## config.mk

```make
export PLATFORM = sky130hd
export DESIGN_NAME = scan_chain_flat
export DESIGN_NICKNAME = d
export VERILOG_FILES = /design/src/design/test_ctrl_pkg.sv /design/src/design/scan_chain_if.sv /design/src/design/scan_chain.sv /design/src/flat_wrapper.sv
export SDC_FILE = /design/constraint.sdc
export NUM_CORES = 1
export LEC_CHECK = 0
export ABC_CLOCK_PERIOD_IN_PS = 900
export BUFFER_PORTS_ARGS = -buffer_cell sky130_fd_sc_hd__clkbuf_2
export CAP_MARGIN = 40
export CORE_AREA = 5 5 48 50
export CTS_BUF_LIST = sky130_fd_sc_hd__clkbuf_16
export CTS_CLUSTER_DIAMETER = 30
export DETAILED_ROUTE_END_ITERATION = 10
export DIE_AREA = 0 0 53 55
export PLACE_DENSITY = 0.78
export SETUP_SLACK_MARGIN = 0.15
export SLEW_MARGIN = 20
export SYNTH_ARGS = -nofsm -noshare
export SYNTH_HDL_FRONTEND = slang
export SYNTH_SLANG_ARGS = --single-unit
export TNS_END_PERCENT = 20
```

## constraint.sdc

```tcl
create_clock -name i_clk -period 0.9 [get_ports i_clk]
set_input_delay 0.045 -clock i_clk [delete_from_list [all_inputs] [get_ports i_clk]]
set_output_delay 0.045 -clock i_clk [all_outputs]
set_load 0.1 [all_outputs]
```

## src/design/test_ctrl_pkg.sv

```systemverilog
// Constants and types shared by the manufacturing test control logic
package test_ctrl_pkg;
	// Scan chain count and lengths
	localparam int CHAIN_COUNT = 4;
	localparam int CHAIN_ONE_LEN = 908;
	localparam int CHAIN_TWO_LEN = 879;
	localparam int CHAIN_THREE_LEN = 21;
	localparam int CHAIN_FOUR_LEN = 235;
	// Isolated memory geometry
	localparam int MEM_ADDR_W = 6;
	localparam int MEM_DATA_W = 32;
	localparam int MEM_DEPTH = 64;
	// Read data field positions on the output pins
	localparam int RD_ADDR_LSB = 16;
	localparam int RD_DACK_LSB = 8;
	localparam int RD_WR_BIT = 7;
	localparam int RD_RD_BIT = 6;
	localparam int RD_INTACK_LSB = 4;
	localparam int RD_CS_LSB = 0;
	// Address/strobe positions on the local data pins
	localparam int ISO_STROBE_BIT = 6;
	// Reset value of the held read word
	localparam logic [31:0] RD_RESET = 32'h0000_0000;
	// Test instruction codes seen on the instruction input
	localparam logic [1:0] INSTR_NONE = 2'h0;
	localparam logic [1:0] INSTR_RAM_ISO = 2'h1;
	localparam logic [1:0] INSTR_HIGHZ = 2'h2;
	// Test mode as decoded
	typedef enum logic [1:0] {MODE_FUNC, MODE_SCAN, MODE_RAM, MODE_FLOAT} test_mode_e;
endpackage

```

## src/design/scan_chain_if.sv

```systemverilog
// Interface carrying one scan chain's serial controls
`timescale 1ns/1ns
`default_nettype none
interface scan_chain_if;
	logic shift_en; // Shift select, active high inside
	logic ser_in; // Serial input
	logic ser_out; // Serial output
	logic [31:0] capture; // Functional value captured
	modport chain (input shift_en, input ser_in, input capture, output ser_out);
	modport ctrl (output shift_en, output ser_in, output capture, input ser_out);
endinterface
`default_nettype wire

```

## src/design/scan_chain.sv

```systemverilog
// One parameterised scan chain of fixed length
`timescale 1ns/1ns
`default_nettype none
module scan_chain
	import test_ctrl_pkg::*;
#(
	parameter int LEN = 21
) (
	// Clock and reset
	input wire logic i_clk,
	input wire logic i_reset_n,
	// Chain controls
	scan_chain_if.chain sc
);
	// All chain state in one struct
	typedef struct packed {
		logic [LEN-1:0] bits;
	} chain_s;
	chain_s state_q;
	chain_s state_d;

	// Shift when selected, else capture functional data
	always_comb begin
		state_d = state_q;
		if (sc.shift_en) begin
			state_d.bits = {state_q.bits[LEN-2:0], sc.ser_in};
		end else begin
			// Sized to the chain: short chains keep only the low capture bits
			state_d.bits = LEN'(sc.capture);
		end
	end

	// Register the chain
	always_ff @(posedge i_clk) begin
		if (!i_reset_n) begin
			state_q <= '0;
		end else begin
			state_q <= state_d;
		end
	end

	// Last stage leaves on the serial output
	assign sc.ser_out = state_q.bits[LEN-1];

	// Chain moves one stage per shift cycle
	shift_moves_a: assert property (@(posedge i_clk) disable iff (!i_reset_n)
		sc.shift_en |=> state_q.bits[0] == $past(sc.ser_in))
		else $error("chain did not shift");
endmodule
`default_nettype wire

```

## src/flat_wrapper.sv

```systemverilog
// flat-port wrapper written by rule: the top's interface ports become plain ports
module scan_chain_flat import test_ctrl_pkg::*;
#(
	parameter int LEN = 21
)
  (i_clk, i_reset_n, sc_shift_en, sc_ser_in, sc_capture, sc_ser_out);
  scan_chain_if sc_i ();
  input wire logic i_clk;
  input wire logic i_reset_n;
  input wire logic [$bits(sc_i.shift_en)-1:0] sc_shift_en;
  input wire logic [$bits(sc_i.ser_in)-1:0] sc_ser_in;
  input wire logic [$bits(sc_i.capture)-1:0] sc_capture;
  output wire logic [$bits(sc_i.ser_out)-1:0] sc_ser_out;
  assign sc_i.shift_en = sc_shift_en;
  assign sc_i.ser_in = sc_ser_in;
  assign sc_i.capture = sc_capture;
  assign sc_ser_out = sc_i.ser_out;
  scan_chain #(.LEN(LEN)) u_core (.i_clk(i_clk), .i_reset_n(i_reset_n), .sc(sc_i));
endmodule
```

Word-level counts from Yosys, hierarchy flattened
Index checks and enable logic that the tools add are counted.

Memories kept: 0. Memory bits (read-only): 0. Logic and storage cells: 2. Bits of input ports: 36. Memory bits (writable): 0. Register bits after elaboration: 21. Latch bits: 0. Output and inout bits: 1.

Shift-type cells: 0. Bitwise gates (word level): 0. $add $sub $neg: 0. Equal/unequal tests: 0. $mul: 0. Reductions and logical operators: 0. Muxes and demuxes: 1. $lt $le $gt $ge: 0. Divide/modulo/power cells: 0.

Operators by type and width (number): $mux 21 (1).

Depth between registers and ports, before layout
Gate-level depths: netlist of the first run.

Depth after elaboration: 1. Gate-level depth with buffers: 4. Mapped depth without buffers: 2.

Worst setup path before layout of the first run
Ideal clock, no wire load.

Path type: reg-to-output. Start: reg u_core.state_q[20] (netlist bit). End: out sc_ser_out. Data required time: 855 ps. Buffers on the path: 0. Cell stages (with the launch flop): 1. Data arrival time: 909 ps. Slack: -54 ps. Cell sequence: dfxtp_1.

RTL lines: from (decl) (RTL line scan_chain.sv:19) `chain_s state_q;`; from (signal assigned) (RTL line scan_chain.sv:38) `state_q <= state_d;`; to (decl) (RTL line flat_wrapper.sv:13) `output wire logic [$bits(sc_i.ser_out)-1:0] sc_ser_out;`.

No word-level cell between the ends.

Worst setup path after layout of the first run
Start: reg u_core.state_q[20] (netlist bit). End: out sc_ser_out.

No word-level cell between the ends.

==> run metrics, run 1 <==
Most used DFF post-synth=dfxtp_1; Internal=1.70 mW; root buf cell=clkbuf_16; Net Sw Power=0.413 mW; Hold-fix buffers, CTS=0; synth cell count leaders=dfxtp_1 (21), mux2i_1 (21), nor2b_1 (21); fmax=1260 MHz; vias in the first global route=484; WHS=51.7 ps; worst-path cell chain=buf_12; Crit Path Class=register to output pin; antenna violations before repair=0; Mapped Area=821 sq um; FF+latch count, synth=21; CP bufs+invs=1; Slowest cell on crit path=dfxtp_2; routability cong.=0.559; TritonCTS Buffers=3; Worst slew margin=80.2%; count of final setup violators=0; unrepaired setup endpoints after global routing=true; register area share after synthesis=51.2%; drt pass-1 iters=1; global-route wire length before repair=2020 um; Sw Ratio=19.5%; via count=521; Area after DPL=957 sq um; Design Power=2.11 mW; critical path launch point type=register; full die area=0.00292 sq mm; GRT Total Usage=9.87%; Max VDD drop=1.59 mV; share of cells above drive strength 1=32.3%; largest registers=u_core.state_q x21; Ports=37; pwr/cell area=2040 mW/mm^2; CTS Buffer Depth=2; Detailed Route Iter0 Violations=0; row cnt=16; worst path required time=850 ps; nets=130; H-tree depth=1; outcome=finished clean; Post-Syn Instances=68; top cell type's share of synthesized area=51.2%; Worst-Skew Late Latency=250 ps; area grow syn2layout=26.2%; Reg clk slew, reported paths=50 ps; Setup Buffers After CTS=0; max reg flops=21; Post-synth EDFFs=0; CP peak stage delay=330 ps; Core Footprint=0.00186 sq mm; largest net degree at the start of global routing=22; Largest Register=u_core.state_q; chip height=55 um; Initial Util=44.1%; syn_nets=104; clk_skew=1.13 ps; # resized after CTS=0; IO Port Bufs=25; Comb power frac=10.4%; Hold Crit Class=input pin to register; DRC Markers=0; Post-synth ARST share=0%; Die X=53 um; max cap viols=0; CTS tree=yes; grt ovf=0; CP delay by family, top=flip-flops; hpwl dp=969 um; Critical Path Sink Type=output pin; Final min period=793 ps; Syn Area/Cell=12.1 sq um; pre-CTS setup slack=147 ps; ANT cells=0; Fin. Hold Viols=0; Reg power frac=47.4%; Setup WS post-layout=107 ps; final period utilization=88.1%; Synth cell types=6; max-slew violations=0; Max Fanout on Critical Path=1; post-route cell area=0.00104 sq mm; routed wire length=1290 um; CP arrival=750 ps; DR WL/cell=10.8 um; yosys synthesis warning count=0; final setup TNS=0 ps; Final ANT Viol Nets=0; clock power share=42.2%; area leader, netlist=dfxtp_1; Worst-Margin Slew=297 ps; Leakage=0.496 nW; via/cell ratio=4.34; top cells by area, synth=dfxtp_1 (51%), mux2i_1 (26%), nor2b_1 (16%), buf_12 (4.9%), buf_6 (1.4%); clock sink count=21
[path summary, 6_finish.rpt]
path / startpoint / endpoint / slack [ps] / cells after the start
max: u_core.state_q[20] / sc_ser_out / 110 / 1
min: sc_capture[13] / u_core.state_q[13] / 50 / 3
max reg2reg: u_core.state_q[5] / u_core.state_q[6] / 290 / 2
min reg2reg: u_core.state_q[19] / u_core.state_q[20] / 490 / 2
[per-stage QoR]
| step | util, % | cells |
|---|---|---|
| after floorplan | - | 68 |
| after global placement | 51.4 | 116 |
| after detailed placement | 51.4 | 116 |
| after CTS | 55.6 | 120 |
| after global routing | 55.6 | 120 |
| final | 55.6 | 120 |
[metal layers]
metal	global-route usage, %	routed length, um	up-vias
li1	-	-	269
met1	10.6	518	243
met2	17.4	710	9
met3	3.22	60	0
met4	5.11	0	0
met5	0	0	-
[area by class of cell]
type	instances	area, sq um
flip-flops and latches	21	422
clock inverters	1	3.75
clock buffers	3	75.1
multi-input cells	42	342
fillers	178	826
repair buffers	26	160
well taps	27	33.8
[layout by cell type (no fill, tap or decap), drive strengths merged]
master / n
dfxtp: 21
clkbuf: 27
mux2i: 21
nor2b: 21
buf: 2
inv: 1
[power groups by stage]
stage	clock network, mW	logic (mW)	registers [mW]
6_report	0.891	0.220	1.00
3_5_place_dp	0	0.224	1.02
4_1_cts	0.911	0.225	1.00
3_3_place_gp	0	0.216	1.02
5_1_grt	0.959	0.241	1.01
2_1_floorplan	0	0.142	1.04
[cells by family (layout without fill, tap and decap cells)]
| family | after synthesis | after routing | synth area share, % |
|---|---|---|---|
| mux | 21 | 21 | 25.6 |
| flops | 21 | 21 | 51.2 |
| buf+inv | 5 | 30 | 7.17 |
| simple gates | 21 | 21 | 16.0 |
No activity file was read; power rests on OpenSTA's default activity.
==> inputs of run 2 (changes only) <==
--- a/config.mk
+++ b/config.mk
@@ -5,15 +5,16 @@
 export SDC_FILE = /design/constraint.sdc
 export NUM_CORES = 1
 export LEC_CHECK = 0
-export ABC_CLOCK_PERIOD_IN_PS = 900
+export ABC_AREA = 1
+export ABC_CLOCK_PERIOD_IN_PS = 800
 export BUFFER_PORTS_ARGS = -buffer_cell sky130_fd_sc_hd__clkbuf_2
 export CAP_MARGIN = 40
-export CORE_AREA = 5 5 48 50
+export CORE_AREA = 5 5 51 53
 export CTS_BUF_LIST = sky130_fd_sc_hd__clkbuf_16
 export CTS_CLUSTER_DIAMETER = 30
 export DETAILED_ROUTE_END_ITERATION = 10
-export DIE_AREA = 0 0 53 55
-export PLACE_DENSITY = 0.78
+export DIE_AREA = 0 0 56 58
+export PLACE_DENSITY = 0.73
 export SETUP_SLACK_MARGIN = 0.15
 export SLEW_MARGIN = 20
 export SYNTH_ARGS = -nofsm -noshare
==> constraint.sdc (replaced) <==
create_clock -name i_clk -period 0.8 [get_ports i_clk]
set_input_delay 0.04 -clock i_clk [delete_from_list [all_inputs] [get_ports i_clk]]
set_output_delay 0.04 -clock i_clk [all_outputs]
set_load 0.1 [all_outputs]
==> run metrics, run 2 <==
outcome=finished, violations left (was finished clean); failing checks=hold timing; final non-filler cell total=184 (was 120); row cnt=17 (was 16); most common cell after layout, fill and taps aside=nor2_1 (was clkbuf_2); Final min period=796 ps; register area share after synthesis=47.5% (was 51.2%); top cell type's share of synthesized area=47.5% (was 51.2%); full die area=0.00325 sq mm (was 0.00292 sq mm); Post-Syn Instances=133 (was 68); Syn Area/Cell=6.66 sq um (was 12.1 sq um); area grow syn2layout=26.3% (was 26.2%); top cells by area, synth=dfxtp_1 (47%), nand2_1 (18%), nor2_1 (18%), inv_1 (8.9%), buf_6 (6.4%) (was dfxtp_1 (51%), mux2i_1 (26%), nor2b_1 (16%), buf_12 (4.9%), buf_6 (1.4%)); via count=742 (was 521); Cells after DPL=180 (was 116); Die X=56 um (was 53 um); Mapped Area=886 sq um (was 821 sq um); syn_nets=169 (was 104); pre-CTS setup slack=132 ps (was 147 ps); max cap viols=0 (unchanged); register area=430 sq um (was 422 sq um); largest registers=u_core.state_q x21 (unchanged); Reg clk slew, reported paths=50 ps (about the same); commonest non-fill, non-tap cells in the layout=nor2_1 (41), nand2_1 (35), clkbuf_2 (24) (was clkbuf_2 (24), mux2i_1 (21), nor2b_1 (21)); CP delay by family, top=flip-flops (unchanged); vias in the first global route=623 (was 484); CP peak stage delay=350 ps (was 330 ps); CP arrival=760 ps (was 750 ps); Design Power=2.47 mW (was 2.11 mW); Largest Register=u_core.state_q (unchanged); Worst slew margin=70.6% (was 80.2%); Setup WS post-layout=4.07 ps (was 107 ps); DR WL/cell=8.49 um (was 10.8 um); Setup Buffers After CTS=0 (unchanged); Ports=37 (unchanged); yosys synthesis warning count=0 (unchanged); critical path launch point type=register (unchanged); Crit Path Class=register to output pin (unchanged); max-slew violations=0 (unchanged); GRT Total Usage=9.60% (was 9.87%); clk_skew=1.19 ps (was 1.13 ps); Max Fanout on Critical Path=1 (unchanged); Critical Path Sink Type=output pin (unchanged); fin util=53.1% (was 55.6%); Initial Util=42.1% (was 44.1%); count of final setup violators=0 (unchanged); routed wire length=1560 um (was 1290 um); IO Port Bufs=25 (unchanged); chip height=58 um (was 55 um); grt ovf=0 (unchanged); Final ANT Viol Nets=0 (unchanged); fmax=1260 MHz; DRC Markers=0 (unchanged); Slowest cell on crit path=dfxtp_4 (was dfxtp_2); area leader, netlist=dfxtp_1 (unchanged); Post-synth ARST share=0% (unchanged); synth cell count leaders=nand2_1 (42), nor2_1 (42), dfxtp_1 (21), inv_1 (21), buf_6 (5) (was dfxtp_1 (21), mux2i_1 (21), nor2b_1 (21)); Multi-input gate area=335 sq um (was 342 sq um); final setup TNS=0 ps (unchanged); Post-synth EDFFs=0 (unchanged); post-route cell area=0.00112 sq mm (was 0.00104 sq mm); Fin. Hold Viols=2 (was 0); Area after DPL=0.00101 sq mm (was 957 sq um); global-route wire length before repair=2540 um (was 2020 um); TritonCTS Buffers=3 (unchanged); Synth cell types=6 (unchanged); unrepaired setup endpoints after global routing=true (unchanged); Detailed Route Iter0 Violations=8 (was 0); root buf cell=clkbuf_16 (unchanged); ANT cells=0 (unchanged); via/cell ratio=4.03 (was 4.34); Max VDD drop=1.21 mV (was 1.59 mV); hpwl dp=1020 um (was 969 um); routability cong.=0.685 (was 0.559); # fillers=212 (was 178); antenna violations before repair=0 (unchanged); share of cells above drive strength 1=30.8% (was 32.3%); Leakage=0.606 nW (was 0.496 nW); H-tree depth=1 (unchanged); WHS=-2.49 ps (was 51.7 ps); CTS tree=yes (unchanged); Core Footprint=0.00211 sq mm (was 0.00186 sq mm); Worst-Skew Late Latency=250 ps (about the same); CTS Buffer Depth=2 (unchanged); final period utilization=99.5%; Worst-Margin Slew=441 ps (was 297 ps); max reg flops=21 (unchanged); Most used DFF post-synth=dfxtp_1 (unchanged); Hold Crit Class=input pin to register (unchanged); CP bufs+invs=1 (unchanged); drt pass-1 iters=4 (was 1); clock sink count=21 (unchanged); FF+latch count, synth=21 (unchanged); pwr/cell area=2210 mW/mm^2 (was 2040 mW/mm^2); nets=193 (was 130); worst-path cell chain=buf_12 (unchanged); worst path required time=760 ps (was 850 ps); largest net degree at the start of global routing=43 (was 22)
[run 2: routing by layer]
layer	vias to the layer above	routed length, um	global-route usage, %
met3	0	112	3.79
met4	0	0	3.05
met5	-	0	0
met1	307	708	12.8
met2	18	741	14.2
li1	417	-	-
[run 2: layout make-up]
| class | count | share of cell area, % |
|---|---|---|
| clock buffers | 3 | 6.71 |
| flip-flops and latches | 21 | 38.5 |
| inverters | 21 | 7.05 |
| repair buffers | 26 | 14.3 |
| clock inverters | 1 | 0.336 |
| well taps | 28 | 3.13 |
| multi-input cells | 84 | 30.0 |
[run 2: kinds of logic (layout without fill, tap and decap cells)]
family | Yosys count | in the layout | share of synthesized area, %
buffers and inverters | 28 | 51 | 16.9
DFF | 21 | 21 | 47.5
and+or+nand+nor | 84 | 84 | 35.6
[run 2: timing repair]
item | in CTS | in global routing
endpoints found under the setup margin | 1 | 8
hold buffers | 0 | 0
gates cloned | 0 | 0
gates resized for setup | 0 | 18
pin swaps | 0 | 6
[run 2: power by group]
group / total (mW) / switching (mW) / internal (mW)
Clock: 1.01 / 0.348 / 0.664
Sequential: 1.15 / 0.0229 / 1.12
Combinational: 0.309 / 0.173 / 0.136
Total: 2.47 / 0.544 / 1.92
[run 2: final timing paths]
kind | to | cells past startpoint | slack, ps | from
worst min register to register | u_core.state_q[19] | 4 | 480 | u_core.state_q[18]
worst min-delay path | u_core.state_q[11] | 3 | -2 | sc_capture[11]
worst max register to register | u_core.state_q[6] | 4 | 170 | u_core.state_q[5]
worst max-delay path | sc_ser_out | 1 | 4 | u_core.state_q[20]
==> inputs of run 3 (changes only) <==
==> constraint.sdc (replaced) <==
create_clock -name i_clk -period 0.8 [get_ports i_clk]
set_input_delay 0.08 -clock i_clk [delete_from_list [all_inputs] [get_ports i_clk]]
set_output_delay 0.08 -clock i_clk [all_outputs]
set_load 0.1 [all_outputs]
==> run metrics, run 3 (same netlist as run 2, synthesis figures left out) <==
H-tree depth=1 (unchanged); final period utilization=105% (was 99.5%); TritonCTS Buffers=3 (unchanged); chip height=58 um (unchanged); ANT cells=0 (unchanged); routability cong.=0.663 (was 0.685); fmax=1190 MHz (was 1260 MHz); Core Footprint=0.00211 sq mm (unchanged); CP arrival=760 ps (about the same); Comb power frac=12.1% (was 12.5%); Critical Path Sink Type=output pin (unchanged); Worst slew margin=72.1% (was 70.6%); row cnt=17 (unchanged); vias in the first global route=660 (was 623); Detailed Route Iter0 Violations=9 (was 8); pwr/cell area=2220 mW/mm^2 (was 2210 mW/mm^2); Slowest cell on crit path=dfxtp_4 (unchanged); global-route wire length before repair=2620 um (was 2540 um); critical path launch point type=register (unchanged); most common cell after layout, fill and taps aside=nor2_1 (unchanged); worst path required time=720 ps (was 760 ps); drt pass-1 iters=2 (was 4); clock power share=41.3% (was 41.0%); clk_skew=2.46 ps (was 1.19 ps); CTS Buffer Depth=2 (unchanged); CTS tree=yes (unchanged); clock sink count=21 (unchanged); unrepaired setup endpoints after global routing=true (unchanged); failing checks=setup timing (was hold timing); Cells after DPL=180 (unchanged); Fin. Hold Viols=0 (was 2); outcome=finished, violations left (unchanged); max reg flops=21 (unchanged); antenna violations before repair=0 (unchanged); worst-path cell chain=buf_12 (unchanged); Final min period=837 ps (was 796 ps); full die area=0.00325 sq mm (unchanged); routed wire length=1500 um (was 1560 um); area grow syn2layout=25.0% (was 26.3%); Sw Ratio=21.8% (was 22.0%); Reg clk slew, reported paths=60 ps (was 50 ps); Max Fanout on Critical Path=1 (unchanged); # fillers=229 (was 212); final non-filler cell total=184 (unchanged); final setup TNS=-37.1 ps (was 0 ps); grt ovf=0 (unchanged); IO Port Bufs=25 (unchanged); Die X=56 um (unchanged); count of final setup violators=1 (was 0); Max VDD drop=1.17 mV (was 1.21 mV); Final ANT Viol Nets=0 (unchanged); fin util=52.6% (was 53.1%); nets=193 (unchanged); max-slew violations=0 (unchanged); Largest Register=u_core.state_q (unchanged); DR WL/cell=8.17 um (was 8.49 um); Setup WS post-layout=-37.1 ps (was 4.07 ps); max cap viols=0 (unchanged); Net Sw Power=0.537 mW (was 0.544 mW); largest net degree at the start of global routing=43 (unchanged); Worst-Margin Slew=418 ps (was 441 ps); Setup Buffers After CTS=0 (unchanged); via count=737 (was 742); Hold-fix buffers, CTS=0 (unchanged); Worst-Skew Late Latency=250 ps (about the same); hpwl dp=1050 um (was 1020 um); Reg power frac=46.5% (about the same); via/cell ratio=4.01 (was 4.03); Hold Crit Class=input pin to register (unchanged); Leakage=0.603 nW (was 0.606 nW); CP delay by family, top=flip-flops (unchanged); Design Power=2.46 mW (was 2.47 mW); CP peak stage delay=350 ps (about the same); commonest non-fill, non-tap cells in the layout=nor2_1 (41), nand2_1 (40), clkbuf_2 (24) (was nor2_1 (41), nand2_1 (35), clkbuf_2 (24)); DRC Markers=0 (unchanged); largest registers=u_core.state_q x21 (unchanged); CP bufs+invs=1 (unchanged); GRT Total Usage=9.81% (was 9.60%); Crit Path Class=register to output pin (unchanged); share of cells above drive strength 1=27.6% (was 30.8%); Internal=1.92 mW (about the same); root buf cell=clkbuf_16 (unchanged); Initial Util=42.1% (unchanged); Ports=37 (unchanged)
-- run 3: power by group through the flow --
stage / Clock [mW] / Combinational (mW) / Sequential [mW]
after detailed placement: 0 / 0.294 / 1.16
after floorplan: 0 / 0.192 / 1.18
after global placement: 0 / 0.285 / 1.16
after CTS: 1.07 / 0.296 / 1.14
final: 1.02 / 0.298 / 1.15
after global routing: 1.10 / 0.349 / 1.15
-- run 3: worst paths after layout --
check,slack [ps],endpoint,cells after the start,start
hold reg to reg,490,u_core.state_q[9],4,u_core.state_q[8]
setup reg to reg,190,u_core.state_q[18],4,u_core.state_q[17]
setup / recovery,-40,sc_ser_out,1,u_core.state_q[20]
hold / removal,30,u_core.state_q[5],3,sc_capture[5]
-- run 3: metrics by stage --
step                setup slack [ps]  hold slack (ps)  cell area, sq um
finish                         -37.1             34.5              1110
global route                   -55.7             55.7              1110
CTS                            -44.6             45.7              1090
detailed placement               102              304              1010
global placement                 124              296              1010
floorplan                        216              200               890
-- run 3: metal layers --
metal	track usage [%]	wire, um
met1	12.2	726
met2	15.7	660
met3	3.79	109
met4	3.05	7
met5	0	0
-- run 3: layout make-up --
| type | count | area, sq um | area share, % |
|---|---|---|---|
| inverters | 21 | 78.8 | 7.12 |
| multi-input cells | 84 | 323 | 29.2 |
| clock inverters | 1 | 5.00 | 0.452 |
| clock buffers | 3 | 75.1 | 6.78 |
| repair buffers | 26 | 160 | 14.5 |
| flip-flops and latches | 21 | 430 | 38.9 |
| well taps | 28 | 35.0 | 3.16 |
-- run 3: repair_timing --
item	in CTS	in global routing
setup endpoints to repair	1	9
gates resized for setup	0	12
pin swaps	0	8
hold endpoints to repair	0	0
-- run 3: worst min-delay path, delay by kind of cell --
kind | cells | cell delay (ps)
buf+inv | 1 | 70
simple gates | 2 | 90
